### src/rtl/mah_defs.svh
/*
 * Timing constants for the host-side converter controller.
 * Assumes a 20 MHz clk; all cycle counts derive from MAH_CLK_NS.
 */
`ifndef MAH_DEFS_SVH
`define MAH_DEFS_SVH

`define MAH_CLK_NS          50
`define MAH_T_RD_CONV_NS    655
`define MAH_T_RD_GAP_NS     50
`define MAH_T_PIPE_MIN_NS   200
`define MAH_T_PIPE_MAX_NS   400
`define MAH_T_WR_INT_NS     520
`define MAH_T_WR_READ_NS    350
`define MAH_T_READ_NS       100
`define MAH_T_WR_LOW_NS     100
// Least times and conversion waits round up, only the pipe maximum rounds down
`define MAH_CYC_UP(t)   (((t) + `MAH_CLK_NS - 1) / `MAH_CLK_NS)
`define MAH_CYC_DN(t)   ((t) / `MAH_CLK_NS)
`define MAH_RD_CONV_CYC `MAH_CYC_UP(`MAH_T_RD_CONV_NS)
`define MAH_RD_GAP_CYC  `MAH_CYC_UP(`MAH_T_RD_GAP_NS)
`define MAH_PIPE_CYC    `MAH_CYC_UP(`MAH_T_PIPE_MIN_NS)
`define MAH_PIPE_MAX    `MAH_CYC_DN(`MAH_T_PIPE_MAX_NS)
`define MAH_WR_INT_CYC  `MAH_CYC_UP(`MAH_T_WR_INT_NS)
`define MAH_WR_READ_CYC `MAH_CYC_UP(`MAH_T_WR_READ_NS)
`define MAH_READ_CYC    `MAH_CYC_UP(`MAH_T_READ_NS)
`define MAH_WR_LOW_CYC  `MAH_CYC_UP(`MAH_T_WR_LOW_NS)
`define MAH_PIPE_SKIP   2

`endif

### src/rtl/mah_pkg.sv
/*
 * Types for the host-side converter controller.
 * Assumes mah_defs.svh supplies the timing counts.
 */
package mah_pkg;

	typedef enum logic [7:0] {
		MAH_IDLE  = 8'h01,
		MAH_START = 8'h02,
		MAH_WAIT  = 8'h04,
		MAH_SLOW  = 8'h08,
		MAH_READ  = 8'h10,
		MAH_GAP   = 8'h20,
		MAH_WRLOW = 8'h40,
		MAH_PIPE  = 8'h80
	} mah_state_e;

	typedef logic [7:0] mah_data_t;
	typedef logic [5:0] mah_count_t;

	typedef struct packed {
		mah_state_e state;
		mah_count_t count;
		logic       csN;
		logic       rdN;
		logic       wrN;
		logic       chanSel;
		logic       chanReq;
		logic       modeHigh;
		logic       busy;
		logic       resultValid;
		mah_data_t  result;
		logic [1:0] pipeSkip;
		logic       intS1;
		logic       intS2;
		logic       rdyS1;
		logic       rdyS2;
		mah_data_t  dataS1;
		mah_data_t  dataS2;
		logic       strapDone;
	} mah_state_s;

endpackage

### src/rtl/mah_host.sv
/*
 * Host-side controller driving an 8-bit multi-step converter by its pins.
 * Assumes the converter's pins are wired to the ports named below and that
 * modeStrap equals the level tied to the converter's mode strap.
 */
`timescale 1ns/1ps
`include "mah_defs.svh"

module mah_host #(
	parameter int USE_PIPELINE = 0,
	parameter int NO_WAIT      = 0
) (
	input  wire logic            clk,
	input  wire logic            reset_n,
	input  wire logic            modeStrap,
	input  wire logic            startReq,
	input  wire logic            startChan,
	output logic                 busy,
	output logic                 resultValid,
	output mah_pkg::mah_data_t   result,
	output logic                 chipSelectN,
	output logic                 readStrobeN,
	output logic                 sampleStrobeN,
	output logic                 channelSelect,
	input  wire logic            conversionDoneN,
	input  wire logic            busReady,
	input  wire mah_pkg::mah_data_t resultBus
);
	import mah_pkg::*;

	mah_state_s q;
	mah_state_s d;
	logic [1:0] rstPipe;
	logic       rstSync;

	function automatic mah_count_t cyc(input int n);
		cyc = mah_count_t'(n);
	endfunction

	////////////////////////////////////////////////////////////////////////
	// Reset release, kept apart: it runs on the raw reset
	always_ff @(posedge clk or negedge reset_n) begin
		if (!reset_n) begin
			rstPipe <= 2'b00;
		end else begin
			rstPipe <= {rstPipe[0], 1'b1};
		end
	end
	assign rstSync = rstPipe[1];

	////////////////////////////////////////////////////////////////////////
	// Next state
	always_comb begin
		d = q;
		d.intS1 = conversionDoneN;
		d.intS2 = q.intS1;
		d.rdyS1 = busReady;
		d.rdyS2 = q.rdyS1;
		d.dataS1 = resultBus;
		d.dataS2 = q.dataS1;
		d.resultValid = 1'b0;
		if (q.count != '0)
			d.count = q.count - 6'h01;
		if (!q.strapDone) begin
			d.modeHigh = modeStrap;
			d.strapDone = 1'b1;
		end
		case (q.state)
		MAH_IDLE: begin
			d.busy = 1'b0;
			if (startReq && q.strapDone) begin
				d.chanReq = startChan;
				d.chanSel = startChan;
				d.busy = 1'b1;
				d.csN = 1'b0;
				d.state = MAH_START;
			end
		end
		MAH_START: begin
			if (q.modeHigh) begin
				d.wrN = 1'b0;
				d.count = cyc(`MAH_WR_LOW_CYC);
				d.state = MAH_WRLOW;
			end else if (USE_PIPELINE != 0) begin
				d.rdN = 1'b0;
				d.count = cyc(`MAH_PIPE_CYC);
				d.state = MAH_PIPE;
			end else begin
				d.rdN = 1'b0;
				d.count = cyc(`MAH_RD_CONV_CYC);
				d.state = MAH_WAIT;
			end
		end
		MAH_WRLOW: begin
			if (q.count == '0) begin
				d.wrN = 1'b1;
				d.count = (NO_WAIT != 0) ?
					cyc(`MAH_WR_READ_CYC) :
					cyc(`MAH_WR_INT_CYC);
				d.state = MAH_SLOW;
			end
		end
		MAH_SLOW: begin
			// Early read is safe: done is forced low on the fall
			if (q.count == '0 || !q.intS2) begin
				d.rdN = 1'b0;
				d.count = cyc(`MAH_READ_CYC);
				d.state = MAH_READ;
			end
		end
		MAH_WAIT: begin
			// Done low and ready high mark the end of conversion
			if ((!q.intS2 && q.rdyS2) || q.count == '0) begin
				d.count = cyc(`MAH_READ_CYC);
				d.state = MAH_READ;
			end
		end
		MAH_PIPE: begin
			if (q.count == '0) begin
				d.result = q.dataS2;
				if (q.pipeSkip == 2'(`MAH_PIPE_SKIP))
					d.resultValid = 1'b1;
				else
					d.pipeSkip = q.pipeSkip + 2'h1;
				d.rdN = 1'b1;
				d.csN = 1'b1;
				d.count = cyc(`MAH_RD_GAP_CYC);
				d.state = MAH_GAP;
			end
		end
		MAH_READ: begin
			if (q.count == '0) begin
				d.result = q.dataS2;
				// First result after reset is discarded
				d.resultValid = q.pipeSkip != 2'h0;
				d.pipeSkip = 2'h1;
				d.rdN = 1'b1;
				d.csN = 1'b1;
				d.count = cyc(`MAH_RD_GAP_CYC);
				d.state = MAH_GAP;
			end
		end
		MAH_GAP: begin
			if (q.count == '0)
				d.state = MAH_IDLE;
		end
		default: d.state = MAH_IDLE;
		endcase
		d.busy = (d.state != MAH_IDLE);
	end

	////////////////////////////////////////////////////////////////////////
	// State register
	always_ff @(posedge clk or negedge rstSync) begin
		if (!rstSync) begin
			q.state       <= MAH_IDLE;
			q.count       <= '0;
			q.csN         <= 1'b1;
			q.rdN         <= 1'b1;
			q.wrN         <= 1'b1;
			q.chanSel     <= 1'b0;
			q.chanReq     <= 1'b0;
			q.modeHigh    <= 1'b0;
			q.busy        <= 1'b0;
			q.resultValid <= 1'b0;
			q.result      <= 8'h00;
			q.pipeSkip    <= 2'h0;
			q.intS1       <= 1'b1;
			q.intS2       <= 1'b1;
			q.rdyS1       <= 1'b1;
			q.rdyS2       <= 1'b1;
			q.dataS1      <= 8'h00;
			q.dataS2      <= 8'h00;
			q.strapDone   <= 1'b0;
		end else begin
			q.state       <= d.state;
			q.count       <= d.count;
			q.csN         <= d.csN;
			q.rdN         <= d.rdN;
			q.wrN         <= d.wrN;
			q.chanSel     <= d.chanSel;
			q.chanReq     <= d.chanReq;
			q.modeHigh    <= d.modeHigh;
			q.busy        <= d.busy;
			q.resultValid <= d.resultValid;
			q.result      <= d.result;
			q.pipeSkip    <= d.pipeSkip;
			q.intS1       <= d.intS1;
			q.intS2       <= d.intS2;
			q.rdyS1       <= d.rdyS1;
			q.rdyS2       <= d.rdyS2;
			q.dataS1      <= d.dataS1;
			q.dataS2      <= d.dataS2;
			q.strapDone   <= d.strapDone;
		end
	end

	assign busy          = q.busy;
	assign resultValid   = q.resultValid;
	assign result        = q.result;
	assign chipSelectN   = q.csN;
	assign readStrobeN   = q.rdN;
	assign sampleStrobeN = q.wrN;
	assign channelSelect = q.chanSel;

endmodule

### config.mk
export PLATFORM = sky130hd
export DESIGN_NAME = mah_host
export DESIGN_NICKNAME = d
export VERILOG_FILES = /design/src/rtl/mah_pkg.sv /design/src/rtl/mah_host.sv
export VERILOG_INCLUDE_DIRS = /design/src /design/src/rtl
export SDC_FILE = /design/constraint.sdc
export NUM_CORES = 1
export LEC_CHECK = 0
export ABC_AREA = 1
export BUFFER_PORTS_ARGS = -buffer_cell sky130_fd_sc_hd__buf_2
export CORE_UTILIZATION = 45
export CTS_CLUSTER_SIZE = 16
export DETAILED_ROUTE_END_ITERATION = 8
export GPL_TIMING_DRIVEN = 0
export SYNTH_ARGS = -nofsm -noshare
export SYNTH_HDL_FRONTEND = slang
export SYNTH_SLANG_ARGS = --single-unit
### constraint.sdc
create_clock -name clk -period 2.2 [get_ports clk]
set_input_delay 0.11 -clock clk [delete_from_list [all_inputs] [get_ports clk]]
set_output_delay 0.11 -clock clk [all_outputs]
set_load 0.05 [all_outputs]
==> flow_metrics.py, run 1 <==
metrics = {
    "logic_synthesis": {
        "synthAdderAreaFrac": 0.0198,
        "ys_seq_elements": 54,
        "synth-simple-area-share": 0.302,
        "synth_cells": 289,
        "netlist_top_cells_area": "dfrtp_1 (46%), nand2_1 (13%), dfstp_2 (8.3%)",
        "synth_compound_area_frac": 0.0446,
        "ys_warn_count": 0,
        "synth_cell_types": 34,
        "synth-xor-area-share": 0.00347,
        "synth_area_um2": 2530,
        "synth_top_family_by_area": "simple AND/OR/NAND/NOR gates",
        "synthMuxAreaShare": 0.00446,
        "synth_top_cell_by_area": "dfrtp_1",
        "syn_avg_cell_area_um2": 8.75,
        "synth_top_area_share": 0.455,
        "ys_seq_area_frac": 0.539,
    },
    "pwr": {
        "p_seq_frac": 0.471,
        "max-vdd-ir-drop_uv": 529,
        "switchingPower_uw": 938,
        "swShare": 0.364,
        "p_clk_frac": 0.203,
        "pwr-share-comb": 0.326,
        "p_leak_nw": 1.61,
        "p_int_mw": 1.64,
        "powerDensity_nw_per_um2": 867,
    },
    "final_layout": {
        "num_antenna_cells": 0,
        "nFillCells": 492,
        "final_nets": 356,
        "fin_cells": 408,
        "layout_commonest_cell": "nand2_1",
        "syn2layout_area_growth_pct": 17.7,
        "final_cell_mix": "nand2_1 (88), dfrtp_1 (45), nor2_1 (38)",
        "layout-drive-gt1-share": 0.234,
    },
    "clock_tree": {
        "clock_latency_ns": 0.30,
        "clk_path_buf_depth": 2,
        "cts_tree": "done",
        "cts_inserted_buffers": 5,
        "clock_sinks": 54,
        "cts.clk_slew.worst_paths_ns": 0.10,
        "root_buffer": "clkbuf_8",
        "htreeDepth": 2,
    },
    "place": {
        "dp_cells": 389,
        "port_buffers": 28,
        "dp_hpwl_mm": 3.53,
        "routabilityCongestion": 0.851,
        "dp_slack_ns": 0.377,
    },
    "worst_setup_path": {
        "critical_path.max_fanout": 6,
        "reg2reg_slack_ns": 0.37,
        "crit_top_cell": "nor2_1",
        "crit_type": "flop to flop",
        "worstSetupEndpoint": "q[43]",
        "critical_path.startpoint": "q[39]",
        "regToRegStartpoint": "q[39]",
        "crit_slowest_cell": "dfrtp_1",
        "critPathRequiredTime_ns": 2.40,
        "slowest_delay_ns": 0.41,
        "crit_arrival_ns": 2.02,
        "r2r-end": "q[43]",
        "worst_setup_path_start_kind": "flop",
        "crit_chain": "inv_1 > ha_1 > nand3_4 > nand2_1 > nor2_1 > nor2_1 > nand3_2 > nor2b_1",
        "end_kind": "flop",
        "r2r_cells": 8,
    },
    "global_routing": {
        "grt_antenna_before_repair": 0,
        "grt_pass1_wl_mm": 8.50,
        "grt_pass1_vias": 1900,
        "grt-ovfl-total": 0,
        "grt_max_degree": 40,
        "globalRouteTotalUtil": 0.184,
    },
    "sta": {
        "final_max_slew_viol_count": 0,
        "setup_viol": 0,
        "layout_setup_ws_ns": 0.374,
        "rsz0062_at_grt": "false",
        "min_period_ns": 1.83,
        "finalCritPeriodShare": 0.830,
        "fmax_mhz": 548,
        "hold_viol": 0,
        "finalClockSkew_ns": 0.00962,
    },
    "die": {
        "fp.dieArea_um2": 5920,
        "start_util": 0.480,
        "fp.dieH_um": 76.9,
        "chipWidth_um": 76.9,
        "num_rows": 26,
        "io-pin-count": 29,
        "core_area_um2": 5270,
    },
    "route": {
        "routed_wl_mm": 4.78,
        "vias": 1898,
        "antenna_left": 0,
        "drc": 0,
        "viasPerCell": 4.65,
        "first_pass_iters": 4,
        "drt-wirelength-per-cell_um": 11.7,
        "first_iter_violations": 63,
    },
    "flow_run": {
        "maxCapViolations": 0,
    },
    "status": {
        "status": "completed",
    },
    "hold_path": {
        "min_path_type": "primary input to flop",
    },
}
sequential cells by signal (all words and copies together), names as in the netlist:
| signal | flops |
|---|---|
| chipSelectN | 1 |
| sampleStrobeN | 1 |
| busy | 1 |
| d | 10 |
| resultValid | 1 |
| result | 8 |
| q | 28 |
| channelSelect | 1 |
| readStrobeN | 1 |
| rstPipe | 2 |
Yosys cell counts:
cell and count:
a21oi_1 4, a31oi_1 1, buf_4 8, buf_6 1
conb_1 1, dfrtp_1 46, dfstp_2 8, ha_1 4
inv_1 29, inv_2 3, inv_4 1, inv_6 2
mux2_2 1, nand2_1 88, nand2_2 2, nand2_4 3
nand2_8 1, nand3_1 12, nand3_2 2, nand3_4 1
nand4_1 5, nor2_1 38, nor2_2 6, nor2_4 2
nor2_8 1, nor2b_1 1, nor3_1 2, o211ai_1 1
o21ai_0 10, o21ai_1 1, o21ai_2 1, o221ai_1 1
o22ai_1 1, xor2_1 1
how the worst min path moves through the flow:
stage	startpoint	endpoint	slack (ns)	cells after the start
CTS	startChan	channelSelect	0.03	2
detailed placement	reset_n	rstPipe[0]	-0.10	1
global placement	reset_n	rstPipe[0]	-0.10	1
global route	startChan	channelSelect	0.03	2
floorplan	reset_n	rstPipe[0]	-0.19	0
finish	startChan	channelSelect	0.05	2
through the flow:
stage	cell area, um^2	hold WS [ns]	total power [mW]	util	TNS [ns]
after CTS	2970	0.0349	2.61	0.564	0
final	2970	0.0485	2.58	0.564	0
after global routing	2970	0.0321	2.78	0.564	0
after global placement	2760	-0.104	2.04	0.524	-0.000482
after floorplan	2530	-0.186	1.89	-	0
after detailed placement	2780	-0.102	2.06	0.528	0
layer usage:
metal | track usage | part of all wire
met1 | 0.248 | 0.48
met2 | 0.299 | 0.48
met3 | 0.0286 | 0.032
met4 | 0.0692 | 0.011
met5 | 0 | 0
what timing repair did:
item                       in CTS  in global routing
resized for setup               0                  0
setup endpoints to repair       0                  0
setup buffers                   0                  0
hold buffers                   11                  0
hold endpoints to repair       12                  0
power groups by stage:
stage / clock network (mW) / registers (mW) / logic [mW]
6_report: 0.524 / 1.21 / 0.841
5_1_grt: 0.589 / 1.23 / 0.959
4_1_cts: 0.552 / 1.22 / 0.847
3_5_place_dp: 0 / 1.24 / 0.826
3_3_place_gp: 0 / 1.24 / 0.801
2_1_floorplan: 0 / 1.30 / 0.594
logic make-up (layout without fill, tap and decap cells):
group / count (synthesis) / in the layout
xor+xnor: 1 / 1
fa+ha+maj: 4 / 4
simple gates: 164 / 164
mux: 1 / 1
other cells: 1 / 2
compound gates: 20 / 20
flops: 54 / 54
buf+inv: 44 / 92
worst max-delay path, delay by kind of cell (launching register included):
| family | cells | cell delay (ns) |
|---|---|---|
| adder cells (fa/ha/maj) | 1 | 0.27 |
| AND/OR/NAND/NOR | 6 | 0.93 |
| flip-flops | 1 | 0.41 |
| buffers and inverters | 1 | 0.10 |
final cells by class:
| type | count | area [um^2] | share of cell area |
|---|---|---|---|
| Sequential cell | 54 | 1360 | 0.458 |
| Clock buffer | 7 | 76.3 | 0.0257 |
| Inverter | 35 | 144 | 0.0484 |
| Tap cell | 70 | 87.6 | 0.0294 |
| Multi-Input combinational cell | 192 | 955 | 0.321 |
| Clock inverter | 1 | 7.51 | 0.00252 |
| Timing Repair Buffer | 40 | 270 | 0.0909 |
| Buffer | 9 | 71.3 | 0.0240 |
No activity file was read; power rests on OpenSTA's default activity.
==> inputs of run 2 (changes only) <==
==> constraint.sdc (replaced) <==
create_clock -name clk -period 1.84 [get_ports clk]
set_input_delay 0.092 -clock clk [delete_from_list [all_inputs] [get_ports clk]]
set_output_delay 0.092 -clock clk [all_outputs]
set_load 0.05 [all_outputs]
==> flow_metrics.py, run 2 (synthesis gave the netlist of run 1 again) <==
metrics = {
    "status": {
        "status": "completed",
    },
    "pwr": {
        "switchingPower_mw": 1.12,
        "p_clk_frac": 0.203,
        "max-vdd-ir-drop_uv": 633,
        "p_leak_nw": 1.61,
        "power_mw": 3.09,
        "powerDensity_nw_per_um2": 1040,
        "p_int_mw": 1.97,
        "pwr-share-comb": 0.328,
        "swShare": 0.363,
        "p_seq_frac": 0.470,
    },
    "clock_tree": {
        "clock_latency_ns": 0.30,
        "clk_path_buf_depth": 2,
        "htreeDepth": 2,
        "cts.clk_slew.worst_paths_ns": 0.09,
        "clock_sinks": 54,
        "root_buffer": "clkbuf_8",
        "cts_tree": "done",
        "cts_inserted_buffers": 5,
    },
    "sta": {
        "holdWs_ns": 0.0308,
        "final_max_slew_viol_count": 0,
        "finalCritPeriodShare": 0.930,
        "hold_viol": 0,
        "setup_viol": 0,
        "min_period_ns": 1.71,
        "finalClockSkew_ns": 0.00918,
        "rsz0062_at_grt": "false",
        "fmax_mhz": 584,
    },
    "worst_setup_path": {
        "r2r-end": "q[47]",
        "crit_arrival_ns": 1.90,
        "worst_setup_path_start_kind": "flop",
        "end_kind": "flop",
        "crit_type": "flop to flop",
        "critical_path.max_fanout": 10,
        "r2r_cells": 10,
        "critPathRequiredTime_ns": 2.03,
        "regToRegStartpoint": "q[39]",
        "reg2reg_slack_ns": 0.13,
    },
    "route": {
        "drc": 0,
        "drt-wirelength-per-cell_um": 11.7,
        "antenna_left": 0,
        "highest_layer": "met4",
        "route.met3.wl_um": 121,
        "vias": 1884,
        "first_iter_violations": 73,
        "routed_wl_mm": 4.76,
        "met1_length_mm": 2.32,
        "first_pass_iters": 4,
        "viasPerCell": 4.62,
        "wl_met2_mm": 2.27,
    },
    "final_layout": {
        "final_cell_mix": "nand2_1 (88), dfrtp_1 (45), nor2_1 (37)",
        "ff_latch_area_um2": 1360,
        "regMostFlops": "q",
        "final_nets": 356,
        "final_core_utilization": 0.565,
        "largest_reg_flops": 28,
        "layout-drive-gt1-share": 0.240,
        "num_antenna_cells": 0,
        "layout_commonest_cell": "nand2_1",
        "multiInputGateArea_um2": 960,
        "syn2layout_area_growth_pct": 17.9,
        "nFillCells": 490,
    },
    "die": {
        "start_util": 0.480,
        "chipWidth_um": 76.9,
        "fp.dieArea_um2": 5920,
        "fp.dieH_um": 76.9,
        "io-pin-count": 29,
        "num_rows": 26,
        "core_area_um2": 5270,
    },
    "global_routing": {
        "grt-ovfl-total": 0,
        "globalRouteTotalUtil": 0.184,
        "grt_antenna_before_repair": 0,
        "grt_max_degree": 40,
        "grt_pass1_wl_mm": 8.50,
        "grt_pass1_vias": 1900,
    },
    "place": {
        "port_buffers": 28,
        "dp_hpwl_mm": 3.53,
        "routabilityCongestion": 0.851,
    },
    "hold_path": {
        "hold-path-cell-count": 2,
        "min_path_type": "primary input to flop",
        "hold_end": "channelSelect",
        "worst_hold_startpoint": "startChan",
    },
    "flow_run": {
        "maxCapViolations": 0,
    },
}
-- run 2: cell counts in the layout (fill, tap and decap cells not counted) --
Identical to the previous run, type by type.
-- run 2: through the flow --
step                      TNS (ns)  area, um^2  worst slack [ns]  std cells
final                            0        2980             0.128        408
after global routing             0        2980           0.00895        408
after CTS                        0        2980            0.0667        408
after detailed placement         0        2780            0.0169        389
after global placement      -15.69        2760            -0.360        388
after floorplan                  0        2530             0.239        290
-- run 2: power groups by stage --
stage / sequential [mW] / combinational (mW) / clock, mW
finish: 1.45 / 1.01 / 0.626
global route: 1.47 / 1.16 / 0.704
CTS: 1.45 / 1.01 / 0.660
detailed placement: 1.48 / 0.988 / 0
global placement: 1.49 / 0.957 / 0
floorplan: 1.55 / 0.710 / 0
-- run 2: critical path, cell delays in order (launching register included) --
cell	delay (ns)
dfrtp_1	0.41
inv_1	0.11
ha_2	0.24
nand3_4	0.15
buf_6	0.19
nand2_1	0.12
nand2_1	0.08
nor2_1	0.10
nand2_1	0.05
nor2_1	0.09
nor2_1	0.06
-- run 2: how the worst max path moves through the flow --
stage	startpoint	to	cells past startpoint
after floorplan	rstPipe[1]	busy	0
final	q[39]	q[47]	10
after global routing	q[39]	q[43]	8
after global placement	rstPipe[1]	q[41]	0
after CTS	q[39]	q[43]	8
after detailed placement	q[39]	q[43]	8
-- run 2: final cells by class --
class                      count  area share
tap                           70      0.0294
clock buffer                   7      0.0256
buffer                         9      0.0239
timing repair buffer          40      0.0907
clock inverter                 1     0.00252
inverter                      35      0.0483
sequential                    54       0.457
multi-input combinational    192       0.322
-- run 2: timing repair --
| action | 4_1_cts | 5_1_grt |
|---|---|---|
| resized for setup | 1 | 1 |
| endpoints found under the hold margin | 12 | 0 |
| pin swaps | 0 | 1 |
| setup endpoints to repair | 1 | 8 |
| buffers inserted | 0 | 0 |
| hold buffers | 11 | 0 |
-- run 2: layer usage --
layer / GRT usage / up-vias
met5: 0 / -
met4: 0.0692 / 0
met3: 0.0286 / 4
met2: 0.299 / 30
met1: 0.248 / 872
li1: - / 978
